<file path="config.mk">
export PLATFORM = sky130hd
export DESIGN_NAME = ubsm_top
export DESIGN_NICKNAME = d
export VERILOG_FILES = /design/src/verilog/ubsm_pkg.sv /design/src/verilog/ubsm_rx.sv /design/src/verilog/ubsm_top.sv
export SDC_FILE = /design/constraint.sdc
export NUM_CORES = 1
export LEC_CHECK = 0
export ABC_AREA = 1
export BUFFER_PORTS_ARGS = -buffer_cell sky130_fd_sc_hd__clkbuf_2
export CORE_MARGIN = 3
export CORE_UTILIZATION = 60
export CTS_BUF_LIST = sky130_fd_sc_hd__clkbuf_16
export DETAILED_ROUTE_END_ITERATION = 16
export PLACE_DENSITY = 0.86
export SLEW_MARGIN = 20
export SYNTH_ARGS = -nofsm -noshare
export SYNTH_HDL_FRONTEND = slang
export SYNTH_SLANG_ARGS = --single-unit
</file>
<file path="constraint.sdc">
create_clock -name pclk -period 3 [get_ports pclk]
set_input_delay 0.15 -clock pclk [delete_from_list [all_inputs] [get_ports pclk]]
set_output_delay 0.15 -clock pclk [all_outputs]
set_load 0.02 [all_outputs]
</file>
<file path="src/verilog/ubsm_pkg.sv">
// Behaviour
// - Break is start, twelve zeros, stop
// - Break write sends zeros, data ignored
// - Hardware clears break request after stop bit
// - Shift empty flag behaves as for characters
// - Buffer empty flag rises when holding empties
// - Received break: ready, framing error, 00h
// - Wake watches two edges, then receives byte
// - Synchronous mode: no start or stop bits
// - Master drives clock pin in sync mode
// - One clock per bit, change on lead
// - Polarity selects idle level and data edge
// - Sync transmit drives data and clock pins
// - Holding waits for shift register, else moves
// - Shift register is not software visible
// - Wake event is falling edge on data
// - Reading receive data clears ready flag
package ubsm_pkg;

  localparam logic [7:0] UBSM_CTRL_OFF = 8'h00;
  localparam logic [7:0] UBSM_STAT_OFF = 8'h04;
  localparam logic [7:0] UBSM_TXD_OFF  = 8'h08;
  localparam logic [7:0] UBSM_RXD_OFF  = 8'h0c;
  localparam logic [7:0] UBSM_BAUD_OFF = 8'h10;

  localparam int unsigned UBSM_CTRL_W = 10;

  typedef struct packed {
    logic autobaud_enable;
    logic wake_on_break_enable;
    logic clock_polarity_select;
    logic continuous_receive_enable;
    logic single_receive_enable;
    logic clock_source_master;
    logic clocked_mode_select;
    logic send_break_request;
    logic transmit_enable_bit;
    logic port_enable;
  } ubsm_ctrl_t;

  localparam ubsm_ctrl_t  UBSM_CTRL_RST  = '0;
  localparam logic [15:0] UBSM_BAUD_RST  = 16'h001f;
  localparam logic [3:0]  UBSM_LAST_DATA  = 4'h7;
  localparam logic [3:0]  UBSM_LAST_BREAK = 4'hb;
  localparam logic [3:0]  UBSM_RX_STOP    = 4'h9;

  typedef enum logic [2:0] {
    ST_IDLE     = 3'b000,
    ST_START    = 3'b001,
    ST_DATA     = 3'b010,
    ST_STOP     = 3'b011,
    ST_CK_LEAD  = 3'b100,
    ST_CK_TRAIL = 3'b101
  } ubsm_state_t;

endpackage

</file>
<file path="src/verilog/ubsm_rx.sv">
`timescale 1ns/1ps
module ubsm_rx
  import ubsm_pkg::*;
(
  input  wire logic        pclk,
  input  wire logic        presetn,
  input  wire logic        ce,
  input  wire logic        enable,
  input  wire logic        rx_in,
  input  wire logic [15:0] bit_div,
  output logic             byte_valid,
  output logic [7:0]       rx_byte,
  output logic             frame_err
);

  logic        busy;
  logic        armed;
  logic [15:0] cnt;
  logic [3:0]  idx;
  logic [7:0]  sh;

  wire sample = busy & (cnt == '0);
  wire start  = ~busy & armed & ~rx_in & enable;

  always_ff @(posedge pclk or negedge presetn) begin
    if (!presetn) begin
      busy       <= 1'b0;
      armed      <= 1'b0;
      cnt        <= '0;
      idx        <= '0;
      sh         <= '0;
      byte_valid <= 1'b0;
      rx_byte    <= '0;
      frame_err  <= 1'b0;
    end else if (ce) begin
      byte_valid <= 1'b0;
      // A held-low line must rise again before the next start bit
      if (!busy) armed <= rx_in;
      if (!enable) begin
        busy <= 1'b0;
      end else if (start) begin
        busy  <= 1'b1;
        armed <= 1'b0;
        idx   <= '0;
        cnt   <= bit_div >> 1;
      end else if (sample) begin
        cnt <= bit_div;
        idx <= 4'(idx + 4'h1);
        if (idx == '0 && rx_in) begin
          busy <= 1'b0;
        end else if (idx == UBSM_RX_STOP) begin
          busy       <= 1'b0;
          byte_valid <= 1'b1;
          rx_byte    <= sh;
          frame_err  <= ~rx_in;
        end else if (idx != '0) begin
          sh <= {rx_in, sh[7:1]};
        end
      end else if (busy) begin
        cnt <= cnt - 16'h0001;
      end
    end
  end

endmodule

</file>
<file path="src/verilog/ubsm_top.sv">
// Register access over APB and the placing of the registers were chosen for this implementation.
`timescale 1ns/1ps
module ubsm_top
  import ubsm_pkg::*;
#(
  parameter int unsigned ADDR_W = 8
) (
  input  wire logic              pclk,
  input  wire logic              presetn,
  input  wire logic              ce,
  input  wire logic              psel,
  input  wire logic              penable,
  input  wire logic              pwrite,
  input  wire logic [ADDR_W-1:0] paddr,
  input  wire logic [31:0]       pwdata,
  output logic [31:0]            prdata,
  output logic                   pready,
  output logic                   pslverr,
  input  wire logic              data_pin_in,
  output logic                   data_pin_out,
  output logic                   data_pin_oe,
  output logic                   clock_pin_out,
  output logic                   clock_pin_oe
);

  ////////////////////////////////////////////////////////////////////////////
  // Registers and bus decode

  ubsm_ctrl_t  ctrl;
  ubsm_ctrl_t  next_ctrl;
  logic [15:0] baud_div;
  logic [15:0] baud_cnt;
  logic        hold_full;
  logic [7:0]  hold_data;
  logic        tx_buffer_empty;
  logic        rx_char_ready;
  logic        framing_error;
  logic [7:0]  rx_data;
  logic        rx_valid;
  logic [7:0]  rx_byte;
  logic        rx_framing_error_flag;
  logic        rx_s1;
  logic        rx_s2;
  logic        rx_s3;

  ubsm_state_t state;
  ubsm_state_t next_state;
  logic [7:0]  shreg;
  logic [7:0]  next_shreg;
  logic [3:0]  bit_idx;
  logic [3:0]  next_idx;
  logic        is_break;
  logic        next_brk;
  logic        line;
  logic        next_line;
  logic        sck;
  logic        next_sck;
  logic        stop_done;

  wire [7:0] addr   = paddr[7:0];
  wire       acc    = psel & penable;
  wire       done   = acc & pready;
  wire       wr     = done & pwrite;
  wire       rd     = done & ~pwrite;
  // Shift register has no address
  wire       addr_ok = (addr == UBSM_CTRL_OFF) | (addr == UBSM_STAT_OFF) |
                       (addr == UBSM_TXD_OFF) | (addr == UBSM_RXD_OFF) |
                       (addr == UBSM_BAUD_OFF);

  wire async_mode = ~ctrl.clocked_mode_select;
  wire sync_master = ctrl.clocked_mode_select & ctrl.clock_source_master & ctrl.port_enable;
  wire sync_tx = sync_master & ~ctrl.single_receive_enable &
                 ~ctrl.continuous_receive_enable;
  wire tx_allowed = ctrl.port_enable & ctrl.transmit_enable_bit & (async_mode | sync_tx);

  wire wr_ctrl = wr & (addr == UBSM_CTRL_OFF);
  wire wr_tx   = wr & (addr == UBSM_TXD_OFF) & tx_allowed;
  wire wr_baud = wr & (addr == UBSM_BAUD_OFF);
  wire rd_rx   = rd & (addr == UBSM_RXD_OFF);

  wire shift_empty = (state == ST_IDLE);
  wire baud_tick   = (baud_cnt == '0);
  wire load        = shift_empty & hold_full & tx_allowed;
  wire cpol        = ctrl.clock_polarity_select;
  wire [3:0] last_bit = is_break ? UBSM_LAST_BREAK : UBSM_LAST_DATA;

  wire [31:0] status = {28'h0000000, framing_error, rx_char_ready,
                        tx_buffer_empty, shift_empty};
  wire [31:0] rd_mux = (addr == UBSM_CTRL_OFF) ? {22'h000000, ctrl} :
                       (addr == UBSM_STAT_OFF) ? status :
                       (addr == UBSM_RXD_OFF)  ? {24'h000000, rx_data} :
                       (addr == UBSM_BAUD_OFF) ? {16'h0000, baud_div} : 32'h00000000;

  // Wake watches the synchronised data line
  wire wake_arm  = ctrl.wake_on_break_enable & async_mode & ctrl.port_enable;
  wire wake_fall = wake_arm & rx_s3 & ~rx_s2;
  wire wake_rise = wake_arm & ~rx_s3 & rx_s2;
  wire rx_en     = ctrl.port_enable & async_mode & ctrl.continuous_receive_enable &
                   ~ctrl.wake_on_break_enable;

  always_ff @(posedge pclk or negedge presetn) begin
    if (!presetn) begin
      pready  <= 1'b0;
      pslverr <= 1'b0;
      prdata  <= '0;
    end else if (ce) begin
      pready <= acc & ~pready;
      if (acc & ~pready) begin
        prdata  <= pwrite ? 32'h00000000 : rd_mux;
        pslverr <= ~addr_ok;
      end
    end
  end

  // Software writes win over hardware clears in the same cycle
  always_comb begin
    next_ctrl = ctrl;
    if (stop_done & is_break) next_ctrl.send_break_request = 1'b0;
    if (wake_rise) next_ctrl.wake_on_break_enable = 1'b0;
    if (wr_ctrl) next_ctrl = ubsm_ctrl_t'(pwdata[UBSM_CTRL_W-1:0]);
  end

  always_ff @(posedge pclk or negedge presetn) begin
    if (!presetn) begin
      ctrl            <= UBSM_CTRL_RST;
      baud_div        <= UBSM_BAUD_RST;
      hold_full       <= 1'b0;
      hold_data       <= '0;
      tx_buffer_empty <= 1'b1;
    end else if (ce) begin
      ctrl <= next_ctrl;
      if (wr_baud) baud_div <= pwdata[15:0];
      // Next byte may queue behind a break
      hold_full       <= (hold_full & ~load) | wr_tx;
      tx_buffer_empty <= ~((hold_full & ~load) | wr_tx);
      if (wr_tx) hold_data <= pwdata[7:0];
    end
  end

  ////////////////////////////////////////////////////////////////////////////
  // Receive side

  always_ff @(posedge pclk or negedge presetn) begin
    if (!presetn) begin
      rx_s1 <= 1'b1;
      rx_s2 <= 1'b1;
      rx_s3 <= 1'b1;
    end else if (ce) begin
      rx_s1 <= data_pin_in;
      rx_s2 <= rx_s1;
      rx_s3 <= rx_s2;
    end
  end

  ubsm_rx i_ubsm_rx (
    .pclk       (pclk),
    .presetn    (presetn),
    .ce         (ce),
    .enable     (rx_en),
    .rx_in      (rx_s2),
    .bit_div    (baud_div),
    .byte_valid (rx_valid),
    .rx_byte    (rx_byte),
    .frame_err  (rx_framing_error_flag)
  );

  always_ff @(posedge pclk or negedge presetn) begin
    if (!presetn) begin
      rx_char_ready <= 1'b0;
      framing_error <= 1'b0;
      rx_data       <= '0;
    end else if (ce) begin
      rx_char_ready <= (rx_char_ready & ~rd_rx) | rx_valid | wake_fall;
      if (rx_valid) begin
        rx_data       <= rx_byte;
        framing_error <= rx_framing_error_flag;
      end
    end
  end

  ////////////////////////////////////////////////////////////////////////////
  // Transmit engine, shared by asynchronous and clocked modes

  always_comb begin
    next_state = state;
    next_shreg = shreg;
    next_idx   = bit_idx;
    next_line  = line;
    next_sck   = cpol;
    next_brk   = is_break;
    stop_done  = 1'b0;
    case (state)
      ST_IDLE: begin
        if (!sync_tx) next_line = 1'b1;
        if (load) begin
          next_brk   = ctrl.send_break_request & async_mode;
          next_shreg = next_brk ? 8'h00 : hold_data;
          next_idx   = '0;
          if (sync_tx) begin
            // No framing bits in clocked mode
            next_state = ST_CK_LEAD;
            next_line  = hold_data[0];
            next_sck   = ~cpol;
          end else begin
            next_state = ST_START;
            next_line  = 1'b0;
          end
        end
      end
      ST_START: begin
        if (baud_tick) begin
          next_state = ST_DATA;
          next_line  = shreg[0];
        end
      end
      ST_DATA: begin
        if (baud_tick) begin
          if (bit_idx == last_bit) begin
            next_state = ST_STOP;
            next_line  = 1'b1;
          end else begin
            next_idx   = 4'(bit_idx + 4'h1);
            next_shreg = shreg >> 1;
            next_line  = shreg[1];
          end
        end
      end
      ST_STOP: begin
        if (baud_tick) begin
          next_state = ST_IDLE;
          stop_done  = 1'b1;
        end
      end
      ST_CK_LEAD: begin
        next_sck = ~cpol;
        if (baud_tick) next_state = ST_CK_TRAIL;
        if (baud_tick) next_sck = cpol;
      end
      ST_CK_TRAIL: begin
        if (baud_tick) begin
          if (bit_idx == UBSM_LAST_DATA) begin
            next_state = ST_IDLE;
          end else begin
            next_state = ST_CK_LEAD;
            next_idx   = 4'(bit_idx + 4'h1);
            next_shreg = shreg >> 1;
            next_line  = shreg[1];
            next_sck   = ~cpol;
          end
        end
      end
      default: next_state = ST_IDLE;
    endcase
    // Disabling the port aborts a character in flight
    if (!ctrl.port_enable) next_state = ST_IDLE;
  end

  always_ff @(posedge pclk or negedge presetn) begin
    if (!presetn) begin
      state    <= ST_IDLE;
      shreg    <= '0;
      bit_idx  <= '0;
      is_break <= 1'b0;
      line     <= 1'b1;
      sck      <= 1'b0;
      baud_cnt <= '0;
    end else if (ce) begin
      state    <= next_state;
      shreg    <= next_shreg;
      bit_idx  <= next_idx;
      is_break <= next_brk;
      line     <= next_line;
      sck      <= next_sck;
      // Restart on load so the first bit is full length
      baud_cnt <= (load | baud_tick) ? baud_div : baud_cnt - 16'h0001;
    end
  end

  // Async transmit leaves on the clock pin; clocked master transmit drives both
  always_ff @(posedge pclk or negedge presetn) begin
    if (!presetn) begin
      clock_pin_out <= 1'b1;
      clock_pin_oe  <= 1'b0;
      data_pin_out  <= 1'b1;
      data_pin_oe   <= 1'b0;
    end else if (ce) begin
      clock_pin_out <= sync_master ? sck : line;
      clock_pin_oe  <= ctrl.port_enable & (async_mode | ctrl.clock_source_master);
      data_pin_out  <= line;
      data_pin_oe   <= sync_tx;
    end
  end
endmodule
</file>
==> results.json, run 1 <==
{
  "outcome": "finished clean",
  "grt.total_usage_pct": 29.1,
  "antennaDiodeCount": 0,
  "critical_path_arrival_ns": 2.56,
  "setup_slack_ns": 0.754,
  "fmax_mhz": 445,
  "fin_skew_ns": 0.0133,
  "numCtsBuffers": 17,
  "die_h_um": 123,
  "cts-root-buf": "clkbuf_16",
  "die-area_um2": 15100,
  "grt_pass1_wl_um": 34100,
  "layout_commonest_cell": "nand2_1",
  "gr-total-overflow": 0,
  "rsz0062_at_grt": "no",
  "gp_congestion": 0.960,
  "remaining_drc_errors": 0,
  "crit_type": "register to register",
  "portBuffers": 52,
  "num_rows": 42,
  "ir_drop_mv": 0.500,
  "final_cell_mix": "nand2_1, dfrtp_1, inv_1, nor2_1, o21ai_0",
  "synth_top_cell_by_area": "dfrtp_1",
  "tns_ns": 0,
  "avgSynthCellArea_um2": 7.61,
  "vias": 7459,
  "ys_warn_count": 0,
  "htreeDepth": 4,
  "antenna_found_initial": 0,
  "start_util_pct": 61.4,
  "min_period_over_period_pct": 74.9,
  "drtPass1Iterations": 5,
  "ys_seq_elements": 145,
  "cap_violations": 0,
  "core-area_um2": 13300,
  "synth_area_leaders": "dfrtp_1, nand2_1, inv_1, o21ai_0, nand3_1",
  "die_w_um": 123,
  "drt_iter0_drc": 799,
  "clock-sinks": 145,
  "grt_max_degree": 85,
  "p_leak_nw": 4.67,
  "powerDensity_nw_per_um2": 545,
  "multi_input_area_um2": 3830,
  "area_growth_syn_to_layout_pct": 13.4,
  "hpwlAfterDp_um": 14200,
  "setup_viol": 0,
  "pin_count": 85,
  "synth_top_area_share_pct": 40.7,
  "end_kind": "register",
  "crit_required_ns": 3.31,
  "worstHoldPathType": "input port to register",
  "tritoncts": "done",
  "slew_viol_final": 0,
  "synth_flop_cell": "dfrtp_1",
  "postSynthCellCount": 1073,
  "drive_above_1_share_pct": 14.7,
  "fin_crit_ns": 2.25,
  "regArea_um2": 3640,
  "crit_path_start_kind": "register",
  "slew_headroom_pct": 46.5,
  "async_reset_ff_share_pct": 100,
  "n_fill_cell": 1035,
  "synth_edf_count": 0,
  "clockBufferDepth": 2,
  "wl_per_cell_um": 15.8,
  "first_global_vias": 6955,
  "ant_nets": 0,
  "synth_cell_types": 48,
  "synth_area_um2": 8170,
  "final_nets": 1194,
  "routed_via_density": 5.62,
  "dp_slack_ns": 0.774,
  "clk_latency_ns": 0.43,
  "cts.clk_slew.worst_paths_ns": 0.06,
  "max_slew.worst_pin.slew_ns": 0.799,
  "cp_max_fo": 23,
  "totalWireLength_um": 21000,
  "ctsResizeCount": 0,
  "ys_seq_area_share_pct": 44.6,
  "hold_violations": 0
}
## repair_timing
item / 4_1_cts / 5_1_grt
setup buffers: 0 / 0
hold buffers: 17 / 0
endpoints found under the hold margin: 100 / 0
## final timing paths
| path | start | to | slack (ns) | depth (start not counted) |
|---|---|---|---|---|
| max | baud_cnt[0] | baud_cnt[10] | 0.75 | 9 |
| min | pwdata[13] | baud_div[13] | 0.005 | 3 |
| max reg2reg | baud_cnt[0] | baud_cnt[10] | 0.75 | 9 |
| min reg2reg | data_pin_out | data_pin_out | 0.48 | 2 |
| max in group asynchronous | presetn | rx_s3 | 1.81 | 3 |
| min in group asynchronous | presetn | baud_cnt[11] | 0.37 | 2 |
## layout make-up
cell class | count | area share (%)
clock buffers | 17 | 4.59
clock inverters | 14 | 1.68
inverters | 127 | 5.20
multi-input cells | 773 | 41.4
flip-flops and latches | 145 | 39.3
well taps | 176 | 2.38
repair buffers | 76 | 5.42
## cells by family (layout without fill, tap and decap cells)
group                    after synthesis  in the layout  synth area share (%)
AO/OA/AOI/OAI                        196            196                  13.6
XOR/XNOR                              17             17                  1.82
adder cells (fa/ha/maj)                7              7                  1.07
buffers and inverters                170            234                  9.16
flip-flops                           145            145                  44.6
multiplexers                           8              8                  1.10
other                                  1             16                0.0459
AND/OR/NAND/NOR                      529            529                  28.6
## worst max-delay path, cell delays in order, from the launching register on
cell and delay, ns:
dfrtp_1 0.37, inv_1 0.12, ha_1 0.22, nand3_1 0.19, nor2_1 0.21, nand3_1 0.18, nand2_2 0.38, inv_2 0.19
o211ai_1 0.20, nand2_1 0.07
## registers in the layout, indices dropped and copies added (netlist names), 9 cells and up, named ones only
signal         cells
baud_cnt          16
i_ubsm_rx.cnt     16
ctrl               9
prdata            16
baud_div          16
## where the power goes
part	switching [W]	leakage (nW)	internal [W]
Sequential	0.000119	1.80	0.00208
Clock	0.000882	0.288	0.00123
Combinational	0.000474	2.58	0.000260
## synthesized netlist by cell type, types with 5 or more instances
master	n
buf_2	5
ha_1	7
o211ai_1	10
nor2_1	91
mux2_2	8
o21ai_0	87
dfstp_2	12
xor2_1	14
nand2_1	295
a31oi_1	5
nand3_1	82
buf_4	22
inv_1	117
nor3_1	7
a21oi_1	46
o21ai_1	23
nor2_2	10
nand4_1	12
inv_2	8
dfrtp_1	133
o21ai_2	12
clkbuf_1	12
nor2_4	6
nand2_2	11
## through the flow
stage | std cells | area, um2 | hold WS [ns] | util [%] | power (W)
CTS | 1328 | 9260 | 0.00658 | 69.7 | 0.00504
global route | 1328 | 9260 | 0.000806 | 69.7 | 0.00528
floorplan | 1088 | 8230 | -0.146 | - | 0.00274
finish | 1328 | 9260 | 0.00523 | 69.7 | 0.00505
detailed placement | 1280 | 8510 | 0.263 | 64.0 | 0.00292
global placement | 1280 | 8510 | 0.257 | 64.0 | 0.00290
## layer usage
metal	wire length (um)	share of wire, %	up-vias	global-route usage (%)
met3	1550	7.4	41	5.71
met1	8820	42	3518	39.2
li1	-	-	3579	-
met2	10200	49	321	47.5
met4	448	2.1	0	9.31
met5	0	0	-	0
Power figures use the tool's default switching activity.
==> run 2: changes to the inputs <==
- clock period: 3 -> 2.14 ns (I/O delays scaled with it)
==> run 2 against run 1 <==
Net effect: the run now ends with setup timing left; non-clock buffer count up 17; maximum frequency up 4.6%; design area up 1.7%; die area unchanged; clock power up 34%; core utilization up 1.2 points; register-to-register slack worse by 0.76 ns; critical path type unchanged; critical endpoint is now i_ubsm_rx.idx[0]; largest cell class unchanged; highest routed layer unchanged.
==> results.json, run 2 (synthesis gave the netlist of run 1 again) <==
{
  "outcome": "finished, violations left",
  "slew_viol_final": 0,
  "hp-start": "pwrite",
  "core-area_um2": 13300,
  "layout_commonest_cell": "nand2_1",
  "worstHoldPathType": "input port to register",
  "end_kind": "register",
  "die-area_um2": 15100,
  "drt_iter0_drc": 683,
  "wl_met2_um": 10300,
  "crit_required_ns": 2.45,
  "crit_type": "register to register",
  "final_cell_mix": "nand2_1, dfrtp_1, inv_1, nor2_1, o21ai_0",
  "routed-wl-met3_um": 2030,
  "holdPathStages": 5,
  "critical_path_arrival_ns": 2.46,
  "wl_per_cell_um": 16.0,
  "r2r-start": "i_ubsm_rx.cnt[0]",
  "gr-total-overflow": 0,
  "numCtsBuffers": 17,
  "ir_drop_mv": 0.579,
  "antennaDiodeCount": 0,
  "layout.cell_area.non_filler_um2": 9420,
  "drive_above_1_share_pct": 16.3,
  "finalHoldWorstSlack_ns": 0.120,
  "wl_met1_um": 8500,
  "hold_violations": 0,
  "p_leak_nw": 4.75,
  "max_slew.worst_pin.slew_ns": 0.597,
  "area_growth_syn_to_layout_pct": 15.3,
  "clk_latency_ns": 0.43,
  "htreeDepth": 4,
  "fin_crit_ns": 2.15,
  "cap_violations": 0,
  "grt_max_degree": 73,
  "hold_end": "rx_char_ready",
  "placed_cell_area_um2": 8620,
  "final_cells": 1346,
  "regToRegSetupSlack_ns": -0.008,
  "fmax_mhz": 466,
  "min_period_over_period_pct": 100,
  "clockBufferDepth": 2,
  "tritoncts": "done",
  "final_nets": 1211,
  "dp_slack_ns": 0.185,
  "num_rows": 42,
  "start_util_pct": 61.4,
  "grt_pass1_wl_um": 35200,
  "vias": 7661,
  "die_h_um": 123,
  "grt.total_usage_pct": 29.8,
  "cp_max_fo": 9,
  "totalWireLength_um": 21600,
  "first_global_vias": 7449,
  "drtPass1Iterations": 9,
  "violations": "setup timing",
  "clock-sinks": 145,
  "cts.clk_slew.worst_paths_ns": 0.07,
  "rr_endpoint": "i_ubsm_rx.idx[0]",
  "ant_nets": 0,
  "top_layer": "met4",
  "portBuffers": 52,
  "dp.cells": 1295,
  "cts-root-buf": "clkbuf_16",
  "antenna_found_initial": 0,
  "pin_count": 85,
  "routed_via_density": 5.69,
  "slew_headroom_pct": 60.0,
  "hpwlAfterDp_um": 14800,
  "powerDensity_nw_per_um2": 743,
  "gp_congestion": 0.945,
  "reg2reg_depth": 9,
  "remaining_drc_errors": 0,
  "setup_viol": 1,
  "crit_path_start_kind": "register",
  "setup_slack_ns": -0.00754,
  "utilization_pct": 70.9,
  "fin_skew_ns": 0.0100,
  "die_w_um": 123
}
==> run 2: changes by cell type in the layout (fill, tap and decap cells not counted), moves of 2 or more <==
| cell | change |
|---|---|
| inv_6 | -2 |
| clkinv_4 | -2 |
| nand2_4 | +2 |
| nand3_1 | -3 |
| nand2_2 | -2 |
| clkinvlp_4 | +4 |
| nand3_2 | +3 |
| buf_4 | +15 |
==> run 2: critical path, cell delays in order (launching register included) <==
cell	delay, ns
dfrtp_1	0.41
inv_1	0.15
ha_1	0.19
inv_1	0.07
nor3_1	0.26
nand3_2	0.28
a21oi_2	0.31
o21ai_1	0.15
o21ai_0	0.14
inv_1	0.07
==> run 2: how the worst max path moves through the flow <==
stage / from / end / slack (ns) / cells after the start
after global routing: i_ubsm_rx.cnt[0] / i_ubsm_rx.idx[0] / -0.13 / 9
after detailed placement: ctrl[0] / i_ubsm_rx.rx_byte[4] / 0.19 / 7
final: i_ubsm_rx.cnt[0] / i_ubsm_rx.idx[0] / -0.008 / 9
after global placement: i_ubsm_rx.cnt[0] / i_ubsm_rx.idx[0] / 0.22 / 9
after CTS: ctrl[0] / i_ubsm_rx.rx_byte[7] / 0.12 / 7
after floorplan: baud_cnt[0] / shreg[6] / 0.41 / 12
==> run 2: area by class of cell <==
type,count,area [um2]
Timing Repair Buffer,93,644
Multi-Input combinational cell,773,3870
Inverter,127,482
Sequential cell,145,3640
Tap cell,176,220
Clock inverter,15,135
Clock buffer,17,425
Fill cell,1012,3870
==> run 2: per-layer routing <==
metal / vias up / global-route usage (%)
li1: 3621 / -
met1: 3533 / 38.3
met2: 431 / 48.2
met3: 76 / 6.96
met4: 0 / 13.3
met5: - / 0
==> run 2: power breakdown <==
group          total, W  switching (W)  internal (W)
logic           0.00108       0.000693      0.000389
registers       0.00308       0.000166       0.00291
clock network   0.00284        0.00123       0.00161
total           0.00700        0.00209       0.00491
==> run 2: through the flow <==
step | power [W] | TNS, ns
after global routing | 0.00732 | -0.128
after detailed placement | 0.00412 | 0
final | 0.00700 | -0.00754
after CTS | 0.00699 | 0
after global placement | 0.00408 | 0
after floorplan | 0.00384 | 0
==> run 2: repair_timing <==
item	in CTS	in global routing
endpoints found under the hold margin	74	0
endpoints found under the setup margin	0	40
buffers inserted	0	1
gates resized for setup	0	9
hold buffers	18	0
